--- src/logic/tbr_pkg.sv ---
// Package: register map, fields, reset values and constants of the bitslip / round-trip block
package tbr_pkg;
   // Register byte offsets
   localparam logic [7:0] ADDR_RTD_CTRL    = 8'h00;
   localparam logic [7:0] ADDR_RTD_STATUS  = 8'h04;
   localparam logic [7:0] ADDR_BITSLIP     = 8'h08;
   localparam logic [7:0] ADDR_LINK_STATUS = 8'h0C;
   localparam logic [7:0] ADDR_IRQ_STATUS  = 8'h10;
   localparam logic [7:0] ADDR_IRQ_ENABLE  = 8'h14;
   localparam logic [7:0] ADDR_IRQ_CLEAR   = 8'h18;
   localparam logic [7:0] ADDR_MODE        = 8'h1C;
   // Field positions
   localparam int RTD_USR_LSB      = 0;
   localparam int RTD_MEAS_LSB     = 16;
   localparam int RTD_EN_BIT       = 31;
   localparam int RX_SLIP_LSB      = 0;
   localparam int TX_SLIP_LSB      = 8;
   localparam int MAN_SLIP_LSB     = 16;
   localparam int OVR_EN_BIT       = 24;
   localparam int MODE_SLAVE_BIT   = 0;
   localparam int MODE_OP_LSB      = 1;
   // Reset values
   localparam logic [15:0] RTD_USR_RST  = 16'h0000;
   localparam logic        OVR_EN_RST   = 1'b0;
   localparam logic [7:0]  MAN_SLIP_RST = 8'h00;
   localparam logic        SLAVE_RST    = 1'b1;
   localparam logic [1:0]  OP_RST       = 2'h0;
   // Operation modes
   localparam logic [1:0] OP_DUPLEX = 2'h0;
   localparam logic [1:0] OP_RX     = 2'h1;
   localparam logic [1:0] OP_TX     = 2'h2;
   // Interrupt bits
   localparam int IRQ_LOS     = 0;
   localparam int IRQ_TXDONE  = 1;
   localparam int IRQ_RXDONE  = 2;
   localparam int IRQ_LIMIT   = 3;
   localparam int IRQ_W       = 4;
   // Status of the calibration
   typedef enum logic [1:0] {TBR_CAL_IDLE, TBR_CAL_OK, TBR_CAL_LIMIT} tbr_cal_t;
   typedef struct packed {
      logic        psel;
      logic        penable;
      logic        pwrite;
      logic [7:0]  paddr;
      logic [31:0] pwdata;
   } tbr_apb_req_t;
   typedef struct packed {
      logic        pready;
      logic        pslverr;
      logic [31:0] prdata;
   } tbr_apb_rsp_t;
endpackage : tbr_pkg

--- src/logic/tbr_sync.sv ---
// Three-stage synchroniser; output changes when the second and third stages agree
`timescale 1ns/1ps
module tbr_sync
(
   // Clock and reset
   input  wire logic core_clk,
   input  wire logic rst,
   // Data
   input  wire logic asyncIn,
   output logic      syncOut
);
   logic s1, s2, s3;
   logic next_syncOut;

   always_comb
   begin
      next_syncOut = (s2 == s3) ? s3 : syncOut;
   end

   always_ff @(posedge core_clk or posedge rst)
   begin
      if (rst)
      begin
         s1      <= 1'b0;
         s2      <= 1'b0;
         s3      <= 1'b0;
         syncOut <= 1'b0;
      end
      else
      begin
         s1      <= asyncIn;
         s2      <= s1;
         s3      <= s2;
         syncOut <= next_syncOut;
      end
   end
endmodule : tbr_sync

--- src/logic/tbr_top.sv ---
// Top: Tx bitslip compensation, round-trip pipeline pointer control, link status and APB registers
// Operation
// - When the measured round-trip delay is below the target, the read pointer steps to lengthen the pipeline by one cycle.
// - In slave mode a transmit bitslip is applied that offsets the receive word-aligner slip.
// - The receive slip amount is readable in the bitslip register.
// - The current transmit slip in bits is readable in the bitslip register.
// - With the override enable at its reset value zero the transmit slip follows the measured receive slip in slave mode and is zero in master mode.
// - In master mode the receive slip field reads zero.
// - With override enable set the software slip value sets the transmit slip instead, capped at what the receive slip leaves of the word.
// - While both reset-done flags are high, the combined transmit and receive slip stays below one core clock period, i.e. under the word width in bits.
// - The asynchronous loss-of-signal input forces the link into its loss-of-signal state; tie low if unused.
// - Transmit reset-done rises on the core clock once transmitter and transmit path are out of reset.
// - Receive reset-done rises on the core clock once receiver and receive path are out of reset.
// - Transmit analog-reset acknowledge rises when analog reset completes and falls after the request drops.
// - Receive analog-reset acknowledge rises when analog reset completes and falls after the request drops.
// - The recovered clock is forwarded only in slave mode with duplex or receive-only operation.
// - The pipeline starts at half its stage count plus one and moves at most half minus two up and half minus one down.
`timescale 1ns/1ps
module tbr_top
#(
   parameter int PIPE_B = 4,
   parameter int WORD_W = 20
)
(
   // Clock and reset
   input  wire logic                  core_clk,
   input  wire logic                  rst,
   // APB
   input  wire tbr_pkg::tbr_apb_req_t apbReq,
   output tbr_pkg::tbr_apb_rsp_t      apbRsp,
   // Transceiver status
   input  wire logic [7:0]            rxSlipMeas,
   input  wire logic [15:0]           rtdMeas,
   input  wire logic                  rtdMeasValid,
   input  wire logic                  linkLos,
   input  wire logic                  txPcsReady,
   input  wire logic                  rxPcsReady,
   input  wire logic                  txAnalogResetReq,
   input  wire logic                  rxAnalogResetReq,
   input  wire logic                  txAnalogDone,
   input  wire logic                  rxAnalogDone,
   input  wire logic                  recoveredClkIn,
   // Outputs to link side
   output logic [7:0]                 txSlip,
   output logic [PIPE_B-1:0]          pipeRdPtr,
   output logic                       losState,
   output logic                       txResetDone,
   output logic                       rxResetDone,
   output logic                       txAnalogResetAck,
   output logic                       rxAnalogResetAck,
   output logic                       recoveredClkOut,
   output logic                       irq
);
   import tbr_pkg::*;

   localparam int N = 1 << PIPE_B;
   localparam logic [PIPE_B-1:0] PTR_INIT = PIPE_B'((N / 2) + 1);
   localparam logic [PIPE_B-1:0] PTR_MIN  = PIPE_B'(2);
   localparam logic [PIPE_B-1:0] PTR_MAX  = PIPE_B'(N - 1);
   localparam logic [7:0] SLIP_MAX = 8'(WORD_W - 1);

   logic losSync, txRdySync, rxRdySync, txAreqSync, rxAreqSync, txAdnSync, rxAdnSync, measVSync;
   tbr_sync uLos  (.core_clk(core_clk), .rst(rst), .asyncIn(linkLos),          .syncOut(losSync));
   tbr_sync uTxR  (.core_clk(core_clk), .rst(rst), .asyncIn(txPcsReady),       .syncOut(txRdySync));
   tbr_sync uRxR  (.core_clk(core_clk), .rst(rst), .asyncIn(rxPcsReady),       .syncOut(rxRdySync));
   tbr_sync uTxQ  (.core_clk(core_clk), .rst(rst), .asyncIn(txAnalogResetReq), .syncOut(txAreqSync));
   tbr_sync uRxQ  (.core_clk(core_clk), .rst(rst), .asyncIn(rxAnalogResetReq), .syncOut(rxAreqSync));
   tbr_sync uTxD  (.core_clk(core_clk), .rst(rst), .asyncIn(txAnalogDone),     .syncOut(txAdnSync));
   tbr_sync uRxD  (.core_clk(core_clk), .rst(rst), .asyncIn(rxAnalogDone),     .syncOut(rxAdnSync));
   tbr_sync uMeas (.core_clk(core_clk), .rst(rst), .asyncIn(rtdMeasValid),     .syncOut(measVSync));

   // Slip word is quasi-static once aligned, so per-bit synchronisers suffice
   logic [7:0] rxSlipSync;
   for (genvar b = 0; b < 8; b++)
   begin : gSlipSync
      tbr_sync uSlip (.core_clk(core_clk), .rst(rst), .asyncIn(rxSlipMeas[b]), .syncOut(rxSlipSync[b]));
   end

   // Software state
   logic [15:0]       rtdUsr, next_rtdUsr;
   logic              rtdEn, next_rtdEn;
   logic              ovrEn, next_ovrEn;
   logic [7:0]        manSlip, next_manSlip;
   logic              slaveMode, next_slaveMode;
   logic [1:0]        opMode, next_opMode;
   logic [IRQ_W-1:0]  irqStat, next_irqStat;
   logic [IRQ_W-1:0]  irqEn, next_irqEn;
   // Block state
   logic [7:0]        rxSlipView, next_rxSlipView;
   logic [7:0]        next_txSlip;
   logic [PIPE_B-1:0] next_pipeRdPtr;
   logic              measPrev, next_measPrev;
   tbr_cal_t          calState, next_calState;
   logic              next_losState, next_txResetDone, next_rxResetDone;
   logic              next_txAck, next_rxAck, next_recEn, recEn, next_irq;
   logic              txDonePrev, rxDonePrev, losPrev;
   tbr_apb_rsp_t      next_apbRsp;
   logic [31:0]       rdData;

   function automatic logic [7:0] clampSlip(input logic [7:0] v);
      clampSlip = (v > SLIP_MAX) ? SLIP_MAX : v;
   endfunction : clampSlip

   // Override keeps the word budget: never more slip than the rx view leaves
   function automatic logic [7:0] fitSlip(input logic [7:0] v, input logic [7:0] room);
      fitSlip = (v > room) ? room : v;
   endfunction : fitSlip

   wire logic wrStb = apbReq.psel && apbReq.penable && apbReq.pwrite;
   wire logic rdStb = apbReq.psel && apbReq.penable && !apbReq.pwrite;
   wire logic measEdge = measVSync && !measPrev;
   wire logic [IRQ_W-1:0] events = {calState == TBR_CAL_LIMIT && next_calState != TBR_CAL_LIMIT ? 1'b0 :
                                    (next_calState == TBR_CAL_LIMIT && calState != TBR_CAL_LIMIT),
                                    rxResetDone && !rxDonePrev, txResetDone && !txDonePrev, losState && !losPrev};

   always_comb
   begin
      rdData = 32'h0000_0000;
      case (apbReq.paddr)
         ADDR_RTD_CTRL:    rdData = {rtdEn, 15'h0000, rtdUsr};
         ADDR_RTD_STATUS:  rdData = {14'h0000, 2'(calState), 16'h0000} | 32'(pipeRdPtr) << 24 | 32'(rtdMeas);
         ADDR_BITSLIP:     rdData = {7'h00, ovrEn, manSlip, txSlip, rxSlipView};
         ADDR_LINK_STATUS: rdData = {25'h0000000, recEn, rxAnalogResetAck, txAnalogResetAck,
                                     rxResetDone, txResetDone, losState, 1'b0};
         ADDR_IRQ_STATUS:  rdData = 32'(irqStat);
         ADDR_IRQ_ENABLE:  rdData = 32'(irqEn);
         ADDR_MODE:        rdData = {29'h00000000, opMode, slaveMode};
         default:          rdData = 32'h0000_0000;
      endcase
   end

   always_comb
   begin
      next_rtdUsr    = rtdUsr;
      next_rtdEn     = rtdEn;
      next_ovrEn     = ovrEn;
      next_manSlip   = manSlip;
      next_slaveMode = slaveMode;
      next_opMode    = opMode;
      next_irqEn     = irqEn;
      if (wrStb)
      begin
         case (apbReq.paddr)
            ADDR_RTD_CTRL:
            begin
               next_rtdUsr = apbReq.pwdata[RTD_USR_LSB +: 16];
               next_rtdEn  = apbReq.pwdata[RTD_EN_BIT];
            end
            ADDR_BITSLIP:
            begin
               next_manSlip = apbReq.pwdata[MAN_SLIP_LSB +: 8];
               next_ovrEn   = apbReq.pwdata[OVR_EN_BIT];
            end
            ADDR_IRQ_ENABLE: next_irqEn = apbReq.pwdata[IRQ_W-1:0];
            ADDR_MODE:
            begin
               next_slaveMode = apbReq.pwdata[MODE_SLAVE_BIT];
               next_opMode    = apbReq.pwdata[MODE_OP_LSB +: 2];
            end
            default: next_irqEn = irqEn;
         endcase
      end
      // Set wins over clear so an event in the clear cycle survives
      next_irqStat = irqStat;
      if (wrStb && apbReq.paddr == ADDR_IRQ_CLEAR)
         next_irqStat = irqStat & ~apbReq.pwdata[IRQ_W-1:0];
      next_irqStat = next_irqStat | events;
      next_irq = |(next_irqStat & next_irqEn);
      next_apbRsp.pready  = apbReq.psel && !apbReq.penable;
      next_apbRsp.pslverr = 1'b0;
      next_apbRsp.prdata  = apbRsp.prdata;
      if (apbReq.psel && !apbReq.penable && !apbReq.pwrite)
         next_apbRsp.prdata = rdData;
      if (rdStb)
         next_apbRsp.prdata = apbRsp.prdata;
   end

   always_comb
   begin
      next_losState    = losSync;
      next_txResetDone = txRdySync && !txAreqSync && !losSync;
      next_rxResetDone = rxRdySync && !rxAreqSync && !losSync;
      next_txAck       = txAreqSync ? (txAdnSync | txAnalogResetAck) : 1'b0;
      next_rxAck       = rxAreqSync ? (rxAdnSync | rxAnalogResetAck) : 1'b0;
      next_recEn       = slaveMode && (opMode == OP_DUPLEX || opMode == OP_RX);
      // Master mode never slips Rx, so the view is forced to zero
      next_rxSlipView  = slaveMode ? clampSlip(rxSlipSync) : 8'h00;
      next_txSlip      = txSlip;
      if (rxResetDone && txResetDone)
      begin
         if (ovrEn)
            next_txSlip = fitSlip(manSlip, SLIP_MAX - next_rxSlipView);
         else if (slaveMode)
            next_txSlip = clampSlip(SLIP_MAX - next_rxSlipView);
         else
            next_txSlip = 8'h00;
      end
      next_measPrev  = measVSync;
      next_pipeRdPtr = pipeRdPtr;
      next_calState  = rtdEn ? calState : TBR_CAL_IDLE;
      if (!rtdEn)
         next_pipeRdPtr = PTR_INIT;
      else if (measEdge)
      begin
         next_calState = TBR_CAL_OK;
         if (rtdMeas < rtdUsr)
         begin
            if (pipeRdPtr < PTR_MAX)
               next_pipeRdPtr = pipeRdPtr + PIPE_B'(1);
            else
               next_calState = TBR_CAL_LIMIT;
         end
         else if (rtdMeas > rtdUsr)
         begin
            if (pipeRdPtr > PTR_MIN)
               next_pipeRdPtr = pipeRdPtr - PIPE_B'(1);
            else
               next_calState = TBR_CAL_LIMIT;
         end
      end
   end

   always_ff @(posedge core_clk or posedge rst)
   begin
      if (rst)
      begin
         rtdUsr <= RTD_USR_RST;
         rtdEn <= 1'b0;
         ovrEn <= OVR_EN_RST;
         manSlip <= MAN_SLIP_RST;
         slaveMode <= SLAVE_RST;
         opMode <= OP_RST;
         irqStat <= '0;
         irqEn <= '0;
         irq <= 1'b0;
         apbRsp <= '0;
         rxSlipView <= 8'h00;
         txSlip <= 8'h00;
         pipeRdPtr <= PTR_INIT;
         measPrev <= 1'b0;
         calState <= TBR_CAL_IDLE;
         losState <= 1'b0;
         losPrev <= 1'b0;
         txResetDone <= 1'b0;
         rxResetDone <= 1'b0;
         txDonePrev <= 1'b0;
         rxDonePrev <= 1'b0;
         txAnalogResetAck <= 1'b0;
         rxAnalogResetAck <= 1'b0;
         recEn <= 1'b0;
      end
      else
      begin
         rtdUsr <= next_rtdUsr;
         rtdEn <= next_rtdEn;
         ovrEn <= next_ovrEn;
         manSlip <= next_manSlip;
         slaveMode <= next_slaveMode;
         opMode <= next_opMode;
         irqStat <= next_irqStat;
         irqEn <= next_irqEn;
         irq <= next_irq;
         apbRsp <= next_apbRsp;
         rxSlipView <= next_rxSlipView;
         txSlip <= next_txSlip;
         pipeRdPtr <= next_pipeRdPtr;
         measPrev <= next_measPrev;
         calState <= next_calState;
         losState <= next_losState;
         losPrev <= losState;
         txResetDone <= next_txResetDone;
         rxResetDone <= next_rxResetDone;
         txDonePrev <= txResetDone;
         rxDonePrev <= rxResetDone;
         txAnalogResetAck <= next_txAck;
         rxAnalogResetAck <= next_rxAck;
         recEn <= next_recEn;
      end
   end

   // Clock forwarding is a registered sample; a real part would use a clock gate cell
   always_ff @(posedge core_clk or posedge rst)
   begin
      if (rst)
         recoveredClkOut <= 1'b0;
      else
         recoveredClkOut <= recEn & recoveredClkIn;
   end

   AST_PTR_STEP_UP: assert property (@(posedge core_clk) disable iff (rst)
      rtdEn && measEdge && rtdMeas < rtdUsr && pipeRdPtr < PTR_MAX |=> pipeRdPtr == $past(pipeRdPtr) + PIPE_B'(1))
      else $error("pointer did not step up");
   AST_PTR_RANGE: assert property (@(posedge core_clk) disable iff (rst)
      pipeRdPtr >= PTR_MIN || !rtdEn) else $error("pointer out of range");
   AST_MASTER_RX_ZERO: assert property (@(posedge core_clk) disable iff (rst)
      !slaveMode |=> rxSlipView == 8'h00) else $error("rx slip not zero in master mode");
   AST_OVERRIDE: assert property (@(posedge core_clk) disable iff (rst)
      ovrEn && rxResetDone && txResetDone |=> txSlip <= $past(manSlip) &&
      (txSlip == $past(manSlip) || 9'(txSlip) + 9'(rxSlipView) == 9'(SLIP_MAX)))
      else $error("override slip not applied");
   AST_AUTO_SLIP: assert property (@(posedge core_clk) disable iff (rst)
      !ovrEn && slaveMode && rxResetDone && txResetDone |=> 9'(txSlip) + 9'(rxSlipView) == 9'(SLIP_MAX))
      else $error("auto slip wrong");
   AST_SLIP_SUM: assert property (@(posedge core_clk) disable iff (rst)
      rxResetDone && txResetDone |=> 9'(txSlip) + 9'(rxSlipView) <= 9'(SLIP_MAX))
      else $error("slip exceeds word");
   AST_HOLD_IN_RESET: assert property (@(posedge core_clk) disable iff (rst)
      !rxResetDone |=> $stable(txSlip)) else $error("slip moved during reset");
   AST_LOS_DROPS_DONE: assert property (@(posedge core_clk) disable iff (rst)
      losSync |=> !rxResetDone && !txResetDone) else $error("done high during LOS");
   AST_TX_ACK_FALL: assert property (@(posedge core_clk) disable iff (rst)
      !txAreqSync |=> !txAnalogResetAck) else $error("tx ack not released");
   AST_RX_ACK_FALL: assert property (@(posedge core_clk) disable iff (rst)
      !rxAreqSync |=> !rxAnalogResetAck) else $error("rx ack not released");
endmodule : tbr_top

--- config.mk ---
export PLATFORM = sky130hd
export DESIGN_NAME = tbr_top
export DESIGN_NICKNAME = d
export VERILOG_FILES = /design/src/logic/tbr_pkg.sv /design/src/logic/tbr_sync.sv /design/src/logic/tbr_top.sv
export SDC_FILE = /design/constraint.sdc
export NUM_CORES = 1
export LEC_CHECK = 0
export BUFFER_PORTS_ARGS = -buffer_cell sky130_fd_sc_hd__buf_2
export CAP_MARGIN = 20
export CELL_PAD_IN_SITES_DETAIL_PLACEMENT = 0
export CELL_PAD_IN_SITES_GLOBAL_PLACEMENT = 1
export CORE_ASPECT_RATIO = 2
export CORE_MARGIN = 5
export CORE_UTILIZATION = 44
export CTS_CLUSTER_SIZE = 10
export DETAILED_ROUTE_END_ITERATION = 10
export GPL_ROUTABILITY_DRIVEN = 1
export GPL_TIMING_DRIVEN = 0
export HOLD_SLACK_MARGIN = 0.02
export PLACE_DENSITY = 0.77
export SKIP_CTS_REPAIR_TIMING = 1
export SYNTH_ARGS = -nofsm -noshare
export SYNTH_HDL_FRONTEND = slang
export SYNTH_HIERARCHICAL = 1
export SYNTH_SLANG_ARGS = --single-unit
--- constraint.sdc ---
create_clock -name core_clk -period 3.8 [get_ports core_clk]
set_input_delay 0.38 -clock core_clk [delete_from_list [all_inputs] [get_ports core_clk]]
set_output_delay 0.38 -clock core_clk [all_outputs]
set_load 0.02 [all_outputs]
Word level (Yosys, flattened, before mapping)
Cells that the tools add are included.
Widths: inputs -> output; s select.
Storage, ports and cells
  register bits after elaboration: 168
  bits in latches: 0
  bits in writable memories: 0
  bits in read-only memories: 0
  input port bits: 78
  output and inout bits: 53
  word-level logic and storage cells: 204
  memories: 0
Operators by class
  add/sub/neg operators: 3
  multipliers: 0
  divide/modulo/power cells: 0
  order comparisons: 7
  equality and inequality tests: 32
  shift operators: 0
  mux-type cells: 26
  bitwise gates (word level): 10
  reductions and logical operators: 36
Operators by type and width (number)
  $pmux 32 s7: 1
  $mux 8: 6
  $mux 4: 9
  $eq 8x5->1 const B: 4
  $or 18x28->28: 1
  $or 28x16->28: 1
  $logic_and 1x1->1: 18
  $eq 1x1->1: 16
  $eq 8x4->1 const B: 2
  $gt 16x16->1: 1
  $gt 8x5->1 const B: 2
  $lt 16x16->1: 1
  $mux 2: 7
  $logic_not 1->1: 9
  $and 4x4->4: 2
  $eq 8x3->1 const B: 1
  $gt 8x8->1: 1
  $logic_not 8->1: 1
  $reduce_and 2->1: 4
  $sub 5x8->8 const A: 1
  $ne 3x1->1 const B: 2
  $add 4x1->4 const B: 1
  $eq 2x2->1 const B: 2
  $gt 4x2->1 const B: 1
  16 further kinds: 20

Longest topological paths before layout
  depth in word-level cells: 12
  gate-level depth with buffers: 13
  depth with buffers taken out: 13

Modules after synthesis
The synthesis kept the hierarchy.
By module, submodules not included
  tbr_top: times used 1, cells each 516, area each 5366.4 µm²
  tbr_sync: times used 16, cells each 6, area each 115.1 µm²

Worst setup path before layout
Ideal clock, no wire load.
  path type: register -> register
  from: register gSlipSync[7].uSlip.syncOut
  to: register txSlip[3]
  data arrival time: 2.738 ns
  data required time: 3.669 ns
  slack: 0.931 ns
  stages on the path, launching flop included: 12
  buffers on the path: 0
  cells stage by stage: dfrtp_1 -> nor4_1 -> nand3_1 -> ha_1 -> nor2_1 -> nor2_1 -> ha_1 -> nand3b_1 -> a211oi_4 -> nor2_2 -> a32o_1 -> or3_1
On the way
  cells in the longest elaborated chain, start to end: 8
  elaborated cells between the ends (all ways): 10
  classes of those cells: add/sub (1); order compare (3); mux (6)
Ends and longest elaborated chain
  start, declared: RTL line tbr_sync.sv:10  | output logic syncOut
  start signal, assigned: RTL line tbr_sync.sv:34  | syncOut <= next_syncOut;
  $gt 8x5->1: RTL line tbr_top.sv:101  | clampSlip = (v > SLIP_MAX) ? SLIP_MAX : v;
  $mux 8 (*): RTL line tbr_top.sv:101
  $mux 8 (*): RTL line tbr_top.sv:187  | next_rxSlipView = slaveMode ? clampSlip(rxSlipSync) : 8'h00;
  $sub 5x8->8 (*): RTL line tbr_top.sv:192, tbr_top.sv:194
  $gt 8x5->1: RTL line tbr_top.sv:101
  $mux 8: RTL line tbr_top.sv:101
  $mux 8: RTL line tbr_top.sv:193  | else if (slaveMode)
  $mux 8 (*): RTL line tbr_top.sv:191  | if (ovrEn)
  end signal, assigned: RTL line tbr_top.sv:265  | txSlip <= next_txSlip;
  end, declared: RTL line tbr_top.sv:44  | output logic [7:0] txSlip,
Every way passes the cells marked *; elsewhere a longest branch is shown, timed or not.
A chain may end at the register's enable or synchronous reset.

Final worst setup path
Ends and elaborated chain as after synthesis.

==> impl_metrics.py <==
metrics = {
    "outcome": {
        "outcome": "completed",
    },
    "worst_setup_path": {
        "crit_buf_inv": 0,
        "worstSetupEndpointType": "flip-flop",
        "rr_endpoint": "txSlip[3]",
        "reg2reg_depth": 11,
        "cp.required_ns": 4.10,
        "crit_path_start": "gSlipSync[7].uSlip/syncOut",
        "start_kind": "flip-flop",
        "regToRegStartpoint": "gSlipSync[7].uSlip/syncOut",
        "critical_path_class": "reg -> reg",
        "crit_path_max_incr_delay_ns": 0.45,
        "path_delay_family": "simple AND/OR/NAND/NOR gates",
        "crit_chain": "nor4_1, nand3_1, ha_1, nor2_1, nor2_1, ha_1, nand3b_1, a211oi_4, nor2_2, a32o_1, or3_1",
        "regToRegSetupSlack_ns": 0.38,
        "cpMaxStageDelayCell": "dfrtp_1",
        "cp_max_fo": 5,
        "cp_num_cells": 11,
        "cp.arrival_ns": 3.72,
        "endpoint": "txSlip[3]",
    },
    "die": {
        "fp.dieArea_um2": 19200,
        "core_um2": 16190,
        "ios": 131,
        "die_x_um": 100.5,
        "dieHeight_um": 191.0,
        "start_util": 0.4453,
        "fp-row-count": 66,
    },
    "route": {
        "wirelength_mm": 18.40,
        "drc": 0,
        "num_vias": 5168,
        "first_pass_iters": 4,
        "wire_per_inst_um": 18.83,
        "drt_iter0_drc": 335,
        "ant_nets": 0,
        "viasPerCell": 5.290,
    },
    "synth": {
        "yosysWarnings": 6,
        "synth_fa_ha_area_frac": 0.07117,
        "synth_edf_count": 0,
        "synth_cell_type_count": 65,
        "synth_compound_area_frac": 0.1153,
        "synthMuxAreaShare": 0.09269,
        "synth_top_family_by_area": "compound AO/OA/AOI/OAI gates",
        "postSynthCellCount": 612,
        "syn_area_per_cell_um2": 11.78,
        "syn_area_um2": 7208,
        "synthXorXnorAreaFrac": 0.001215,
        "synth-main-ff-cell": "dfrtp_1",
        "ys_ff_latch": 165,
        "yosys.area_share.simple": 0.1014,
        "yosysSeqAreaShare": 0.5733,
        "ys_async_sr_fraction": 1.000,
    },
    "placement": {
        "dp_hpwl_mm": 14.56,
        "portBuffers": 120,
        "gp_congestion": 0.9222,
    },
    "cts": {
        "cts_tree": "yes",
        "htreeDepth": 4,
        "cts_sinks": 165,
        "insertion_delay_ns": 0.43,
        "clk_pin_slew_ns": 0.07,
        "root_buffer": "clkbuf_16",
        "numCtsBuffers": 17,
        "clockBufferDepth": 2,
    },
    "grt": {
        "grt_use_total": 0.2026,
        "grt_max_degree": 60,
        "overflow": 0,
        "first_global_vias": 5554,
        "grt_first_pass_wirelength_mm": 29.48,
        "antenna_found_initial": 1,
    },
    "flow_run": {
        "maxCapViolations": 0,
    },
    "power_and_ir_drop": {
        "ir_drop_v": 0.0003179,
        "power.density_nw_per_um2": 463.0,
        "leakagePower_nw": 4.210,
    },
    "sta": {
        "finClkSkew_ns": 0.009308,
        "finalSetupViolCount": 0,
        "relSlewSlack": 0.5032,
        "hold_viol_final": 0,
        "worst_slew_pin_slew_ns": 0.7452,
        "rsz0062_at_grt": "false",
        "whs_ns": 0.05720,
        "layout_min_cycle_time_ns": 3.419,
        "maxSlewViolCount": 0,
        "fin_crit_sh": 0.8996,
        "fin_tns_setup_ns": 0,
        "fmax_mhz": 292.5,
    },
    "final_layout": {
        "final_layout_size_suffix_gt1_frac": 0.3044,
        "n_fill_cell": 1480,
        "nets": 863,
        "fin_util": 0.5390,
        "syn2layout_area_growth_pct": 21.04,
    },
    "hold_path": {
        "hp-class": "in -> reg",
    },
}
==> per-stage QoR <==
step           instances  total power [mW]  cell area (um2)  setup slack (ns)
4_1_cts              975             4.093             8712            0.3783
3_5_place_dp         943             2.329             8109            0.4101
5_1_grt              977             4.211             8725            0.1686
3_3_place_gp         942             2.314             8087           -0.6154
6_report             977             4.040             8725            0.3815
2_1_floorplan        618             2.155             7231            0.7778
==> metal layers <==
layer  vias to the layer above  track usage  part of all wire
met3                        41      0.03762             0.048
li1                       2438            -                 -
met2                       158       0.3694              0.56
met4                         0       0.1131             0.045
met5                         -            0                 0
met1                      2531       0.2136              0.35
==> worst reg2reg max path, stage by stage (launching register included) <==
cell and delay (ns):
dfrtp_1 0.45, nor4_1 0.32, nand3_1 0.27, ha_1 0.34, nor2_1 0.28, nor2_1 0.14, ha_1 0.30, nand3b_1 0.17
a211oi_4 0.39, nor2_2 0.09, a32o_1 0.27, or3_1 0.30
==> cells by family (layout without fill, tap and decap cells) <==
kind of cell,Yosys count,count (layout)
flops,165,165
simple gates,145,145
compound gates,122,122
buf+inv,79,233
mux,56,56
fa+ha+maj,42,42
other cells,2,9
xor+xnor,1,1
==> where the power goes <==
part           internal, mW  switching [mW]
combinational         0.148           0.222
clock                  1.01           0.741
sequential             1.85          0.0774
total                  3.00            1.04
==> layout make-up <==
type	instances	area, um2	share of cell area
Clock buffer	18	439.2	0.05034
Clock inverter	14	163.9	0.01879
Sequential cell	165	4133	0.4737
Antenna cell	1	2.502	0.0002868
Multi-Input combinational cell	374	2781	0.3188
Tap cell	204	255.2	0.02926
Inverter	53	201.4	0.02309
Buffer	26	117.6	0.01348
Timing Repair Buffer	122	630.6	0.07228
==> cell usage in the layout (no fill, tap or decap), types with 10 or more instances in the layout <==
cell type and count:
inv_1 51, o21ai_0 35, a21oi_1 25, mux2i_1 15, clkbuf_1 16, nor2_1 21, clkbuf_16 17, o31ai_1 13
mux2_2 36, a22oi_1 10, dfrtp_1 162, nand2_1 62, nand4_1 10, ha_1 25, buf_2 123, maj3_2 16
==> synthesized netlist by cell type (2+ instances only) <==
cell type  number  share of area
nor3b_1         2         0.0021
a21o_1          5         0.0052
inv_1          52          0.027
nor2b_1         6         0.0052
nor2_1         21          0.011
ha_1           25          0.043
o21a_1          5         0.0052
o22ai_1         2         0.0017
nand2_1        62          0.032
o31ai_1        13          0.014
conb_1          2         0.0010
dfrtp_1       162           0.56
a21oi_1        25          0.017
dfstp_2         3          0.011
nand3_1         8         0.0056
clkbuf_1       16         0.0083
a22oi_1        10          0.010
and2_1          4         0.0035
a22o_1          7         0.0085
buf_2           3         0.0021
nand4_1        10         0.0087
mux2i_1        15          0.021
and4_1          3         0.0036
o21ai_0        35          0.024
nand2b_1        8         0.0069
a41oi_1         2         0.0024
maj3_2         16          0.025
mux2_2         36          0.056
a222oi_1        2         0.0028
nor3_1          4         0.0028
buf_4           4         0.0042
buf_1           2         0.0010
a211oi_1        3         0.0031
mux4_2          5          0.016
nor4_1          4         0.0035
==> state kept, by name, indices dropped and copies added (netlist names), 2 cells and up <==
signal and cells:
calState 2, rxSlipView 8, rtdUsr 16, gSlipSync.uSlip/s3 8
manSlip 8, pipeRdPtr 4, irqStat 4, opMode 2
gSlipSync.uSlip/s2 8, gSlipSync.uSlip/syncOut 8, apbRsp 30, gSlipSync.uSlip/s1 8
irqEn 4, txSlip 8
==> how the worst min path moves through the flow <==
stage	from	endpoint	cells after the start
6_report	rxSlipMeas[1]	gSlipSync[1].uSlip/s1	1
3_3_place_gp	uTxD/s1	uTxD/s2	0
5_1_grt	rxSlipMeas[5]	gSlipSync[5].uSlip/s1	1
4_1_cts	rst	uRxR/s2	2
3_5_place_dp	uLos/s1	uLos/s2	0
2_1_floorplan	rst	gSlipSync[0].uSlip/s1	1
(Power assumes the default switching activity.)
